**src/verilog/gdfc_pkg.sv**
```systemverilog
// Package for the gate drive fault control block: widths, field positions and timing figures.
// Assumes a single 50 MHz core clock domain.
`default_nettype none
package gdfc_pkg;
    // Core clock period and dead-time step, in picoseconds.
    localparam int unsigned CLK_PERIOD_PS    = 20000;
    localparam int unsigned DEAD_STEP_PS     = 4000;
    // Width of each dead-time code field.
    localparam int unsigned DEAD_CODE_W      = 6;
    // Width of the blanking select field, held at bits 1:0 of the overcurrent configuration.
    localparam int unsigned BLANK_SEL_W      = 2;
    localparam int unsigned BLANK_SEL_LSB    = 0;
    // Blanking counter width and the cycle count per blanking select step.
    localparam int unsigned BLANK_CNT_W      = 8;
    localparam logic [7:0]  BLANK_STEP_CYC   = 8'h05;
    // Synchroniser depth for analog comparator outputs.
    localparam int unsigned SYNC_STAGES      = 2;
    // Lowest and highest switching frequency of the PWM timebase, in kHz.
    localparam int unsigned FSW_MIN_KHZ      = 100;
    localparam int unsigned FSW_MAX_KHZ      = 1600;
    // Dead-time state machine states.
    typedef enum logic [1:0] {
        GDFC_ST_BOTH_OFF,
        GDFC_ST_HIGH_ON,
        GDFC_ST_LOW_ON
    } gdfc_drive_e;
endpackage
`default_nettype wire

```
**src/verilog/gdfc_sync.sv**
```systemverilog
// Two-stage synchroniser for one asynchronous comparator level.
// Assumes the input may change at any time relative to the clock.
`timescale 1ns/1ps
`default_nettype none
module gdfc_sync #(
    parameter int unsigned STAGES = 2
) (
    input  wire logic clock,
    input  wire logic rst,
    input  wire logic async_in,
    output logic      sync_out
);
    logic [STAGES-1:0] chain_r;

    // Shift the level through the chain; only the last stage is read outside.
    always_ff @(posedge clock or posedge rst) begin
        if (rst) begin
            chain_r <= '0;
        end else begin
            chain_r <= {chain_r[STAGES-2:0], async_in};
        end
    end

    assign sync_out = chain_r[STAGES-1];
endmodule
`default_nettype wire

```
**src/verilog/gdfc_top.sv**
```systemverilog
// Gate drive fault control: dead time, force-low gating, fault flags, overcurrent blanking.
// Assumes PWM edges from the period timer arrive synchronous to clock; comparators are async.
`timescale 1ns/1ps
`default_nettype none
module gdfc_top #(
    parameter int unsigned DEAD_W  = gdfc_pkg::DEAD_CODE_W,
    parameter int unsigned VSET_W  = 8
) (
    input  wire logic                            clock,
    input  wire logic                            rst,
    input  wire logic                            pwm_in,
    input  wire logic [DEAD_W-1:0]               dead_time_setting_high,
    input  wire logic [DEAD_W-1:0]               dead_time_setting_low,
    input  wire logic                            high_side_delay_bypass,
    input  wire logic                            low_side_delay_bypass,
    input  wire logic                            whole_driver_disable,
    input  wire logic                            high_side_disable,
    input  wire logic                            low_side_disable,
    input  wire logic                            input_uv_compare_enable,
    input  wire logic                            input_uv_cmp,
    input  wire logic [7:0]                      overcurrent_config,
    input  wire logic                            overcurrent_compare_enable,
    input  wire logic                            overcurrent_cmp,
    input  wire logic                            out_undervolt_compare_enable,
    input  wire logic                            out_overvolt_compare_enable,
    input  wire logic                            out_undervolt_cmp,
    input  wire logic                            out_overvolt_cmp,
    input  wire logic                            undervolt_trip_gate,
    input  wire logic                            overvolt_trip_gate,
    input  wire logic                            out_undervolt_flag_clear,
    input  wire logic                            out_overvolt_flag_clear,
    input  wire logic                            overcurrent_flag_clear,
    input  wire logic [VSET_W-1:0]               vout_coarse_set,
    input  wire logic [VSET_W-1:0]               vout_fine_set,
    output logic                                 high_gate_drive,
    output logic                                 low_gate_drive,
    output logic                                 input_uv_flag,
    output logic                                 out_undervolt_flag,
    output logic                                 out_overvolt_flag,
    output logic                                 overcurrent_flag,
    output logic [2*VSET_W-1:0]                  vout_target
);
    // Dead-time cycles per code step, rounded up to at least one cycle.
    localparam int unsigned DEAD_STEP_CYC =
        (gdfc_pkg::DEAD_STEP_PS + gdfc_pkg::CLK_PERIOD_PS - 1) / gdfc_pkg::CLK_PERIOD_PS;
    localparam int unsigned DCNT_W = DEAD_W + 4;

    logic                      uv_in_s;
    logic                      uvo_s;
    logic                      ovo_s;
    logic                      oc_s;
    logic                      force_high;
    logic                      force_low;
    logic                      trip_all;
    gdfc_pkg::gdfc_drive_e     state_r;
    logic [DCNT_W-1:0]         dcnt_r;
    logic                      high_raw_r;
    logic                      low_raw_r;
    logic [gdfc_pkg::BLANK_CNT_W-1:0] blank_r;
    logic [gdfc_pkg::BLANK_CNT_W-1:0] blank_len;
    logic [gdfc_pkg::BLANK_SEL_W-1:0] blank_sel;

    // Comparator levels are resynchronised before they touch any flag.
    gdfc_sync #(.STAGES(gdfc_pkg::SYNC_STAGES)) u_sync_vin (.clock(clock), .rst(rst),
        .async_in(input_uv_cmp), .sync_out(uv_in_s));
    gdfc_sync #(.STAGES(gdfc_pkg::SYNC_STAGES)) u_sync_uvo (.clock(clock), .rst(rst),
        .async_in(out_undervolt_cmp), .sync_out(uvo_s));
    gdfc_sync #(.STAGES(gdfc_pkg::SYNC_STAGES)) u_sync_ovo (.clock(clock), .rst(rst),
        .async_in(out_overvolt_cmp), .sync_out(ovo_s));
    gdfc_sync #(.STAGES(gdfc_pkg::SYNC_STAGES)) u_sync_oc (.clock(clock), .rst(rst),
        .async_in(overcurrent_cmp), .sync_out(oc_s));

    // Trip gates act while their flag is held.
    assign trip_all   = (undervolt_trip_gate & out_undervolt_flag)
                      | (overvolt_trip_gate & out_overvolt_flag);
    assign force_high = whole_driver_disable | high_side_disable | trip_all;
    assign force_low  = whole_driver_disable | low_side_disable | trip_all;

    // Dead-time sequencer: a side only rises after the other has been low for its delay, unless that side's delay bypass is set.
    always_ff @(posedge clock or posedge rst) begin
        if (rst) begin
            state_r    <= gdfc_pkg::GDFC_ST_BOTH_OFF;
            dcnt_r     <= '0;
            high_raw_r <= 1'b0;
            low_raw_r  <= 1'b0;
        end else begin
            unique case (state_r)
                gdfc_pkg::GDFC_ST_BOTH_OFF: begin
                    high_raw_r <= 1'b0;
                    low_raw_r  <= 1'b0;
                    if (pwm_in) begin
                        if (high_side_delay_bypass || dcnt_r >=
                            DCNT_W'(dead_time_setting_high) * DCNT_W'(DEAD_STEP_CYC)) begin
                            state_r    <= gdfc_pkg::GDFC_ST_HIGH_ON;
                            high_raw_r <= 1'b1;
                            dcnt_r     <= '0;
                        end else begin
                            dcnt_r <= dcnt_r + 1'b1;
                        end
                    end else begin
                        if (low_side_delay_bypass || dcnt_r >=
                            DCNT_W'(dead_time_setting_low) * DCNT_W'(DEAD_STEP_CYC)) begin
                            state_r   <= gdfc_pkg::GDFC_ST_LOW_ON;
                            low_raw_r <= 1'b1;
                            dcnt_r    <= '0;
                        end else begin
                            dcnt_r <= dcnt_r + 1'b1;
                        end
                    end
                end
                gdfc_pkg::GDFC_ST_HIGH_ON: begin
                    if (!pwm_in) begin
                        state_r    <= gdfc_pkg::GDFC_ST_BOTH_OFF;
                        high_raw_r <= 1'b0;
                        dcnt_r     <= '0;
                    end
                end
                gdfc_pkg::GDFC_ST_LOW_ON: begin
                    if (pwm_in) begin
                        state_r   <= gdfc_pkg::GDFC_ST_BOTH_OFF;
                        low_raw_r <= 1'b0;
                        dcnt_r    <= '0;
                    end
                end
                default: begin
                    state_r <= gdfc_pkg::GDFC_ST_BOTH_OFF;
                end
            endcase
        end
    end

    // Force-low gating is combinational so it takes effect in the same cycle.
    assign high_gate_drive = high_raw_r & ~force_high;
    assign low_gate_drive  = low_raw_r & ~force_low;

    // Blanking length grows with the select field.
    assign blank_sel = overcurrent_config[gdfc_pkg::BLANK_SEL_LSB +: gdfc_pkg::BLANK_SEL_W];
    assign blank_len = gdfc_pkg::BLANK_CNT_W'(blank_sel) * gdfc_pkg::BLANK_STEP_CYC;

    // Blanking counter restarts at each high-side turn-on.
    always_ff @(posedge clock or posedge rst) begin
        if (rst) begin
            blank_r <= '0;
        end else if (!high_gate_drive) begin
            blank_r <= '0;
        end else if (blank_r < blank_len) begin
            blank_r <= blank_r + 1'b1;
        end
    end

    // Input undervoltage flag follows the comparator while input_uv_compare_enable is set; it is not sticky.
    always_ff @(posedge clock or posedge rst) begin
        if (rst) begin
            input_uv_flag <= 1'b0;
        end else begin
            input_uv_flag <= input_uv_compare_enable & uv_in_s;
        end
    end

    // Output undervoltage flag is sticky; a new event beats the clear.
    always_ff @(posedge clock or posedge rst) begin
        if (rst) begin
            out_undervolt_flag <= 1'b0;
        end else if (out_undervolt_compare_enable && uvo_s) begin
            out_undervolt_flag <= 1'b1;
        end else if (out_undervolt_flag_clear) begin
            out_undervolt_flag <= 1'b0;
        end
    end

    // Output overvoltage flag is sticky; a new event beats the clear.
    always_ff @(posedge clock or posedge rst) begin
        if (rst) begin
            out_overvolt_flag <= 1'b0;
        end else if (out_overvolt_compare_enable && ovo_s) begin
            out_overvolt_flag <= 1'b1;
        end else if (out_overvolt_flag_clear) begin
            out_overvolt_flag <= 1'b0;
        end
    end

    // Overcurrent flag: only while high side conducts past blanking and compare enabled.
    always_ff @(posedge clock or posedge rst) begin
        if (rst) begin
            overcurrent_flag <= 1'b0;
        end else if (overcurrent_compare_enable && high_gate_drive
                     && blank_r >= blank_len && oc_s) begin
            overcurrent_flag <= 1'b1;
        end else if (overcurrent_flag_clear) begin
            overcurrent_flag <= 1'b0;
        end
    end

    // Output target is formed only from coarse and fine settings.
    always_ff @(posedge clock or posedge rst) begin
        if (rst) begin
            vout_target <= '0;
        end else begin
            vout_target <= {vout_coarse_set, vout_fine_set};
        end
    end

    // Assertions.
    property p_no_overlap;
        @(posedge clock) disable iff (rst) !(high_gate_drive && low_gate_drive);
    endproperty
    a_no_overlap: assert property (p_no_overlap) else $error("both drives high");

    property p_drv_dis;
        @(posedge clock) disable iff (rst) whole_driver_disable |-> !high_gate_drive && !low_gate_drive;
    endproperty
    a_drv_dis: assert property (p_drv_dis) else $error("drive while disabled");

    property p_hi_dis;
        @(posedge clock) disable iff (rst) high_side_disable |-> !high_gate_drive;
    endproperty
    a_hi_dis: assert property (p_hi_dis) else $error("high drive while disabled");

    property p_lo_dis;
        @(posedge clock) disable iff (rst) low_side_disable |-> !low_gate_drive;
    endproperty
    a_lo_dis: assert property (p_lo_dis) else $error("low drive while disabled");

    property p_uv_trip;
        @(posedge clock) disable iff (rst)
            (undervolt_trip_gate && out_undervolt_flag) |-> !high_gate_drive && !low_gate_drive;
    endproperty
    a_uv_trip: assert property (p_uv_trip) else $error("drive during uv trip");

    property p_ov_trip;
        @(posedge clock) disable iff (rst)
            (overvolt_trip_gate && out_overvolt_flag) |-> !high_gate_drive && !low_gate_drive;
    endproperty
    a_ov_trip: assert property (p_ov_trip) else $error("drive during ov trip");

    property p_uv_sticky;
        @(posedge clock) disable iff (rst)
            out_undervolt_flag && !out_undervolt_flag_clear |=> out_undervolt_flag;
    endproperty
    a_uv_sticky: assert property (p_uv_sticky) else $error("uv flag lost");

    property p_ov_set;
        @(posedge clock) disable iff (rst)
            out_overvolt_compare_enable && ovo_s |=> out_overvolt_flag;
    endproperty
    a_ov_set: assert property (p_ov_set) else $error("ov flag not set");

    property p_oc_en;
        @(posedge clock) disable iff (rst)
            !overcurrent_flag && !overcurrent_compare_enable |=> !overcurrent_flag;
    endproperty
    a_oc_en: assert property (p_oc_en) else $error("oc set while disabled");

    property p_vin_follow;
        @(posedge clock) disable iff (rst)
            input_uv_compare_enable && $stable(input_uv_compare_enable) && !uv_in_s |=> !input_uv_flag;
    endproperty
    a_vin_follow: assert property (p_vin_follow) else $error("vin flag not cleared");

    property p_vin_set;
        @(posedge clock) disable iff (rst)
            input_uv_compare_enable && uv_in_s |=> input_uv_flag;
    endproperty
    a_vin_set: assert property (p_vin_set) else $error("vin flag not set");

    property p_uv_set;
        @(posedge clock) disable iff (rst)
            out_undervolt_compare_enable && uvo_s |=> out_undervolt_flag;
    endproperty
    a_uv_set: assert property (p_uv_set) else $error("uv flag not set");

    property p_uv_en;
        @(posedge clock) disable iff (rst)
            !out_undervolt_flag && !out_undervolt_compare_enable |=> !out_undervolt_flag;
    endproperty
    a_uv_en: assert property (p_uv_en) else $error("uv set while disabled");

    property p_ov_en;
        @(posedge clock) disable iff (rst)
            !out_overvolt_flag && !out_overvolt_compare_enable |=> !out_overvolt_flag;
    endproperty
    a_ov_en: assert property (p_ov_en) else $error("ov set while disabled");

    property p_ov_sticky;
        @(posedge clock) disable iff (rst)
            out_overvolt_flag && !out_overvolt_flag_clear |=> out_overvolt_flag;
    endproperty
    a_ov_sticky: assert property (p_ov_sticky) else $error("ov flag lost");

    property p_oc_high;
        @(posedge clock) disable iff (rst)
            !overcurrent_flag && !high_gate_drive |=> !overcurrent_flag;
    endproperty
    a_oc_high: assert property (p_oc_high) else $error("oc set with high side off");

    property p_oc_blank;
        @(posedge clock) disable iff (rst)
            !overcurrent_flag && blank_r < blank_len |=> !overcurrent_flag;
    endproperty
    a_oc_blank: assert property (p_oc_blank) else $error("oc set inside blanking");

    property p_dead_hi;
        @(posedge clock) disable iff (rst)
            $rose(high_raw_r) |-> !low_raw_r && !$past(low_raw_r);
    endproperty
    a_dead_hi: assert property (p_dead_hi) else $error("high rose without dead gap");

    property p_dead_lo;
        @(posedge clock) disable iff (rst)
            $rose(low_raw_r) |-> !high_raw_r && !$past(high_raw_r);
    endproperty
    a_dead_lo: assert property (p_dead_lo) else $error("low rose without dead gap");

    property p_vout;
        @(posedge clock) disable iff (rst)
            !$past(rst) |-> vout_target == {$past(vout_coarse_set), $past(vout_fine_set)};
    endproperty
    a_vout: assert property (p_vout) else $error("target not from settings");

    c_high_on: cover property (@(posedge clock) disable iff (rst) $rose(high_gate_drive));
    c_low_on: cover property (@(posedge clock) disable iff (rst) $rose(low_gate_drive));
    c_oc_trip: cover property (@(posedge clock) disable iff (rst) $rose(overcurrent_flag));
    c_uv_trip: cover property (@(posedge clock) disable iff (rst) undervolt_trip_gate && $rose(out_undervolt_flag));
endmodule
`default_nettype wire

```
**config.mk**
```make
export PLATFORM = sky130hd
export DESIGN_NAME = gdfc_top
export DESIGN_NICKNAME = d
export VERILOG_FILES = /design/src/verilog/gdfc_pkg.sv /design/src/verilog/gdfc_sync.sv /design/src/verilog/gdfc_top.sv
export SDC_FILE = /design/constraint.sdc
export NUM_CORES = 1
export LEC_CHECK = 0
export ABC_AREA = 1
export ABC_CLOCK_PERIOD_IN_PS = 4490
export BUFFER_PORTS_ARGS = -buffer_cell sky130_fd_sc_hd__buf_2
export CAP_MARGIN = 15
export CORE_ASPECT_RATIO = 1.1
export CORE_MARGIN = 2
export CORE_UTILIZATION = 35
export CTS_BUF_LIST = sky130_fd_sc_hd__clkbuf_4 sky130_fd_sc_hd__clkbuf_8 sky130_fd_sc_hd__clkbuf_16
export DETAILED_ROUTE_END_ITERATION = 8
export GPL_TIMING_DRIVEN = 0
export PLACE_DENSITY_LB_ADDON = 0.1
export REMOVE_ABC_BUFFERS = 1
export SLEW_MARGIN = 20
export SYNTH_ARGS = -nofsm -noshare
export SYNTH_HDL_FRONTEND = slang
export SYNTH_SLANG_ARGS = --single-unit
```
**constraint.sdc**
```tcl
create_clock -name clock -period 4.49 [get_ports clock]
set_clock_uncertainty 0.1 [all_clocks]
set_input_delay 0.449 -clock clock [delete_from_list [all_inputs] [get_ports clock]]
set_output_delay 0.449 -clock clock [all_outputs]
set_load 0.01 [all_outputs]
```
======== Word level (Yosys, flattened, before mapping) ========
Index checks and enable logic that the tools add are counted.
storage, ports and cells
  word-level logic and storage cells ...... 86
  bits of input ports ..................... 57
  output and inout bits ................... 22
  bits in registers ....................... 50
cells by class
  eq/ne operators ......................... 7
  reductions and logical operators ........ 18
  add/sub/neg operators ................... 2
  multiplexer cells ....................... 28
  $lt $le $gt $ge ......................... 4
  bitwise logic cells ..................... 12
  $mul .................................... 1
operators with widths
  kind                     count
  $mux W10                 5
  $pmux W10 S3             1
  $ge A10 B6 Y1            2
  $mux W8                  2
  $mux W1                  12
  $add A10 B1 Y10 const B  1
  $mux W2                  5
  $reduce_bool A2 Y1       5
  $add A8 B1 Y8 const B    1
  $ge A8 B5 Y1             1
  $lt A8 B5 Y1             1
  $ne A3 B3 Y1 const B     2
  $pmux W2 S3              1
  $and A1 B1 Y1            5
  $logic_and A1 B1 Y1      5
  $mul A2 B3 Y5 const B    1
  $or A1 B1 Y1             5
  $ne A2 B2 Y1 const B     2
  $pmux W1 S2              2
  $reduce_and A2 Y1        2
  $reduce_and A4 Y1        1
  $reduce_and A3 Y1        1
  $reduce_bool A3 Y1       1
  $eq A2 B1 Y1 const B     1
  other kinds (5)          7

======== Logic depth before layout (Yosys ltp) ========
  word-level depth ........................ 9
  gate-level depth with buffers ........... 13

======== Hierarchy ========
Synthesis repeated with hierarchy kept, for this count alone.
unflattened totals
  cell total of the unflattened synthesis .. 260
  area total of the unflattened synthesis .. 2371.0 µm²
by module, submodules not included
  module     cells each  sequential area each (µm²)  area an instance (µm²)  instances
  gdfc_top   248         1051.0                      2155.8                  1
  gdfc_sync  3           50.0                        53.8                    4

======== Worst setup path before layout ========
OpenSTA, ideal clock, no wires.
  kind .................................... input port to flip-flop
  start ................................... input port overcurrent_config[1]
  end ..................................... register blank_r[4] (netlist name)
  cell stages on the path ................. 8
  setup slack ............................. 2.818 ns
  arrival ................................. 1.495 ns
  data required time ...................... 4.312 ns
  cell sequence ........................... inv_1 -> ha_1 -> a21o_1 -> nor2_2 -> nand2_2 -> nor3_2 -> nand2_1 -> a21oi_1
between the ends
  cells in the longest elaborated chain, start to end .. 3
ends and longest elaborated chain
  element                        line             RTL
  from (decl)                    gdfc_top.sv:21   input wire logic [7:0] overcurrent_config,
  $mul A2 B3 Y5                  gdfc_top.sv:138  assign blank_len = gdfc_pkg::BLANK_CNT_W'(blank_sel) * gdfc_pkg::BLANK_STEP_CYC;
  $lt A8 B5 Y1                   gdfc_top.sv:146  end else if (blank_r < blank_len) begin
  $ne A2 B1 Y1 (no source line)  -
  to (signal assigned)           gdfc_top.sv:147  blank_r <= blank_r + 1'b1;
  to (decl)                      gdfc_top.sv:59   logic [gdfc_pkg::BLANK_CNT_W-1:0] blank_r;
No other way between the ends.
A chain may end at the register's enable or synchronous reset.

======== Worst setup path after layout ========
  start ................................... register out_overvolt_flag
  end ..................................... output port high_gate_drive
between the ends
  cells in the longest elaborated chain, start to end .. 5
ends and longest elaborated chain
  element                 line             RTL
  from (decl)             gdfc_top.sv:39   output logic out_overvolt_flag,
  from (signal assigned)  gdfc_top.sv:174  out_overvolt_flag <= 1'b0;
  from (signal assigned)  gdfc_top.sv:176  out_overvolt_flag <= 1'b1;
  from (signal assigned)  gdfc_top.sv:178  out_overvolt_flag <= 1'b0;
  $and A1 B1 Y1           gdfc_top.sv:75   | (overvolt_trip_gate & out_overvolt_flag);
  $or A1 B1 Y1            gdfc_top.sv:75
  $or A1 B1 Y1            gdfc_top.sv:76   assign force_high = whole_driver_disable | high_side_disable | trip_all;
  $not A1 Y1              gdfc_top.sv:133  assign high_gate_drive = high_raw_r & ~force_high;
  $and A1 B1 Y1           gdfc_top.sv:133
  to (decl)               gdfc_top.sv:35   output logic high_gate_drive,
No other way between the ends.

==> flow_summary.yaml <==
floorplan:
  die_h_um: 90.3
  die_w_um: 82.5
  num_rows: 31
  core-area_um2: 6560
  start_util: 0.362
  die_area_um2: 7450
  io_pins: 79
sta:
  min_period_ns: 1.89
  rsz0062_at_grt: "no"
  hold_viol: 0
  slew_headroom: 0.567
  fmax_mhz: 529
  worst_slew_pin_slew_ns: 0.648
  slew_violations: 0
  min_period_over_period: 0.421
  hold_ws_ns: 0.128
  tns_ns: 0
  setup_viol: 0
min_path:
  hp-class: "in -> async"
logic_synthesis:
  synth_area_um2: 2370
  ys_top_cells_by_count: "50 x dfrtp_1, 49 x inv_1, 37 x nand2_1"
  ys_types: 28
  synthTopCellsByArea: "dfrtp_1 53%, ha_1 11%, inv_1 7.8%"
  synth-edff-count: 0
  yosys.area.top_type: "dfrtp_1"
  yosysWarnings: 0
  ys_ff_latch: 50
  async_flop_share: 1.00
  synth_cells: 250
  yosysMostFrequentCell: "dfrtp_1"
  yosysSeqAreaShare: 0.528
  synth_flop_cell: "dfrtp_1"
  syn_area_per_cell_um2: 9.48
  synth_top_area_share: 0.528
global_route:
  grt_max_degree: 31
  first_global_vias: 1731
  grt-ovfl-total: 0
  grt_pass1_wl_um: 7360
  globalRouteTotalUtil: 0.127
  antenna_found_initial: 0
worst_setup_path:
  cp.required_ns: 3.94
  crit_path_start_kind: "flop"
  critPathArrivalTime_ns: 1.34
  cp-end-kind: "output port"
  criticalPathCategory: "reg -> out"
  critPathMaxFanout: 5
status:
  status: "finished, final reports clean"
cells_and_area:
  diodes: 0
  fillCellCount: 665
  regArea_um2: 1250
  num-nets-final: 407
  multiInputGateArea_um2: 905
  drive_gt1_frac: 0.321
  utilization: 0.456
  fin_area_um2: 2990
  syn2layout_area_growth_pct: 26.0
route:
  vias: 1773
  vias_per_cell: 4.30
  met3_wirelength_um: 180
  wl_um: 4320
  antenna_left: 0
  wl_met1_um: 1930
  wl_met2_um: 2170
  drt-pass1-iter-count: 4
  top_layer_used: "met4"
  routedWlPerCell_um: 10.5
  drc: 0
  drt_iter0_markers: 91
power_and_ir_drop:
  irDropWorstVdd_mv: 0.219
  p_per_area_nw_per_um2: 377
  p_leak_nw: 1.65
placement:
  portBuffers: 72
  place.gp.congestion: 0.734
  hpwl_um: 3440
  placed_cell_area_um2: 2850
clock_network:
  insertion_delay_ns: 0.30
  postCtsHoldBufs: 0
  cts_setup_buffers: 0
  htreeDepth: 2
  cts_buffer_depth: 2
  cts_resized: 0
  cts.sinks: 50
  cts.clk_slew.worst_paths_ns: 0.09
  root_buffer: "clkbuf_8"
  cts_tree: "done"
  numCtsBuffers: 5
flow_run:
  cap_viol_max_count: 0
## worst max-delay path, stage by stage, from the launching register on
cell	delay, ns
dfrtp_1	0.41
a22o_1	0.27
nor2_2	0.20
buf_2	0.17
## cell families (layout without fill, tap and decap cells)
group,count (synthesis),count (layout),synth area share
and+or+nand+nor,92,92,0.186
buffers and inverters,55,135,0.0908
DFF,50,50,0.528
xor gates and xnor gates,5,5,0.0185
adders and majority gates,21,21,0.111
AOI/OAI and AO/OA,27,27,0.0660
## registers in the layout, summed over array words and instances (netlist names)
register	cells
u_sync_uvo.chain_r	2
high_raw_r	1
u_sync_vin.chain_r	2
state_r	2
low_raw_r	1
dcnt_r	10
overcurrent_flag	1
input_uv_flag	1
out_undervolt_flag	1
u_sync_ovo.chain_r	2
blank_r	8
out_overvolt_flag	1
u_sync_oc.chain_r	2
vout_target	16
## placed cells by master (no fill, tap or decap), types with 2 or more instances in the layout
| master | Yosys | layout |
|---|---|---|
| nand2_1 | 37 | 37 |
| ha_1 | 21 | 21 |
| clkbuf_8 | 0 | 5 |
| a21oi_1 | 11 | 11 |
| o21ai_0 | 7 | 7 |
| inv_2 | 4 | 5 |
| buf_2 | 0 | 72 |
| nor2_2 | 5 | 5 |
| nand2_2 | 5 | 5 |
| dfrtp_1 | 50 | 50 |
| nand2_4 | 2 | 2 |
| inv_1 | 49 | 48 |
| a21oi_2 | 2 | 2 |
| bufinv_16 | 0 | 2 |
| xor2_1 | 5 | 5 |
| o21ai_1 | 2 | 2 |
| nand4_1 | 6 | 6 |
| nand3_1 | 9 | 9 |
| nand3_2 | 2 | 2 |
| nor2_1 | 22 | 22 |
## where the power goes
| group | internal (W) | total, W | switching [W] |
|---|---|---|---|
| Sequential | 0.000487 | 0.000513 | 0.0000257 |
| Combinational | 0.0000898 | 0.000245 | 0.000156 |
| Clock | 0.000223 | 0.000369 | 0.000146 |
| Total | 0.000800 | 0.00113 | 0.000327 |
## path summary, 6_finish.rpt
| kind | depth (start not counted) | from | slack, ns | to |
|---|---|---|---|---|
| setup / recovery | 3 | out_overvolt_flag | 2.60 | high_gate_drive |
| hold / removal | 2 | rst | 0.13 | vout_target[10] |
| setup reg to reg | 8 | dcnt_r[3] | 2.74 | dcnt_r[5] |
| hold reg to reg | 0 | u_sync_oc.chain_r[0] | 0.25 | u_sync_oc.chain_r[1] |
| max in group asynchronous | 3 | rst | 3.63 | out_overvolt_flag |
| min in group clock | 1 | input_uv_cmp | 0.15 | u_sync_vin.chain_r[0] |
## layout make-up
class                      instances  share of cell area
inverter                          54              0.0683
tap                               82              0.0343
sequential                        50               0.419
multi-input combinational        145               0.303
clock inverter                     3              0.0230
timing repair buffer              73               0.130
clock buffer                       5              0.0230
## per-layer routing
metal | track usage | vias up
li1 | - | 935
met1 | 0.160 | 802
met2 | 0.208 | 32
met3 | 0.0320 | 4
met4 | 0.0417 | 0
met5 | 0 | -
## per-stage QoR
stage	power, W	worst slack, ns	std cells
final	0.00113	2.60	412
after detailed placement	0.000773	2.59	404
after global routing	0.00120	2.48	412
after floorplan	0.000687	2.74	249
after global placement	0.000765	2.05	403
after CTS	0.00115	2.54	412
Note: power is estimated with default switching activity, not from simulation.
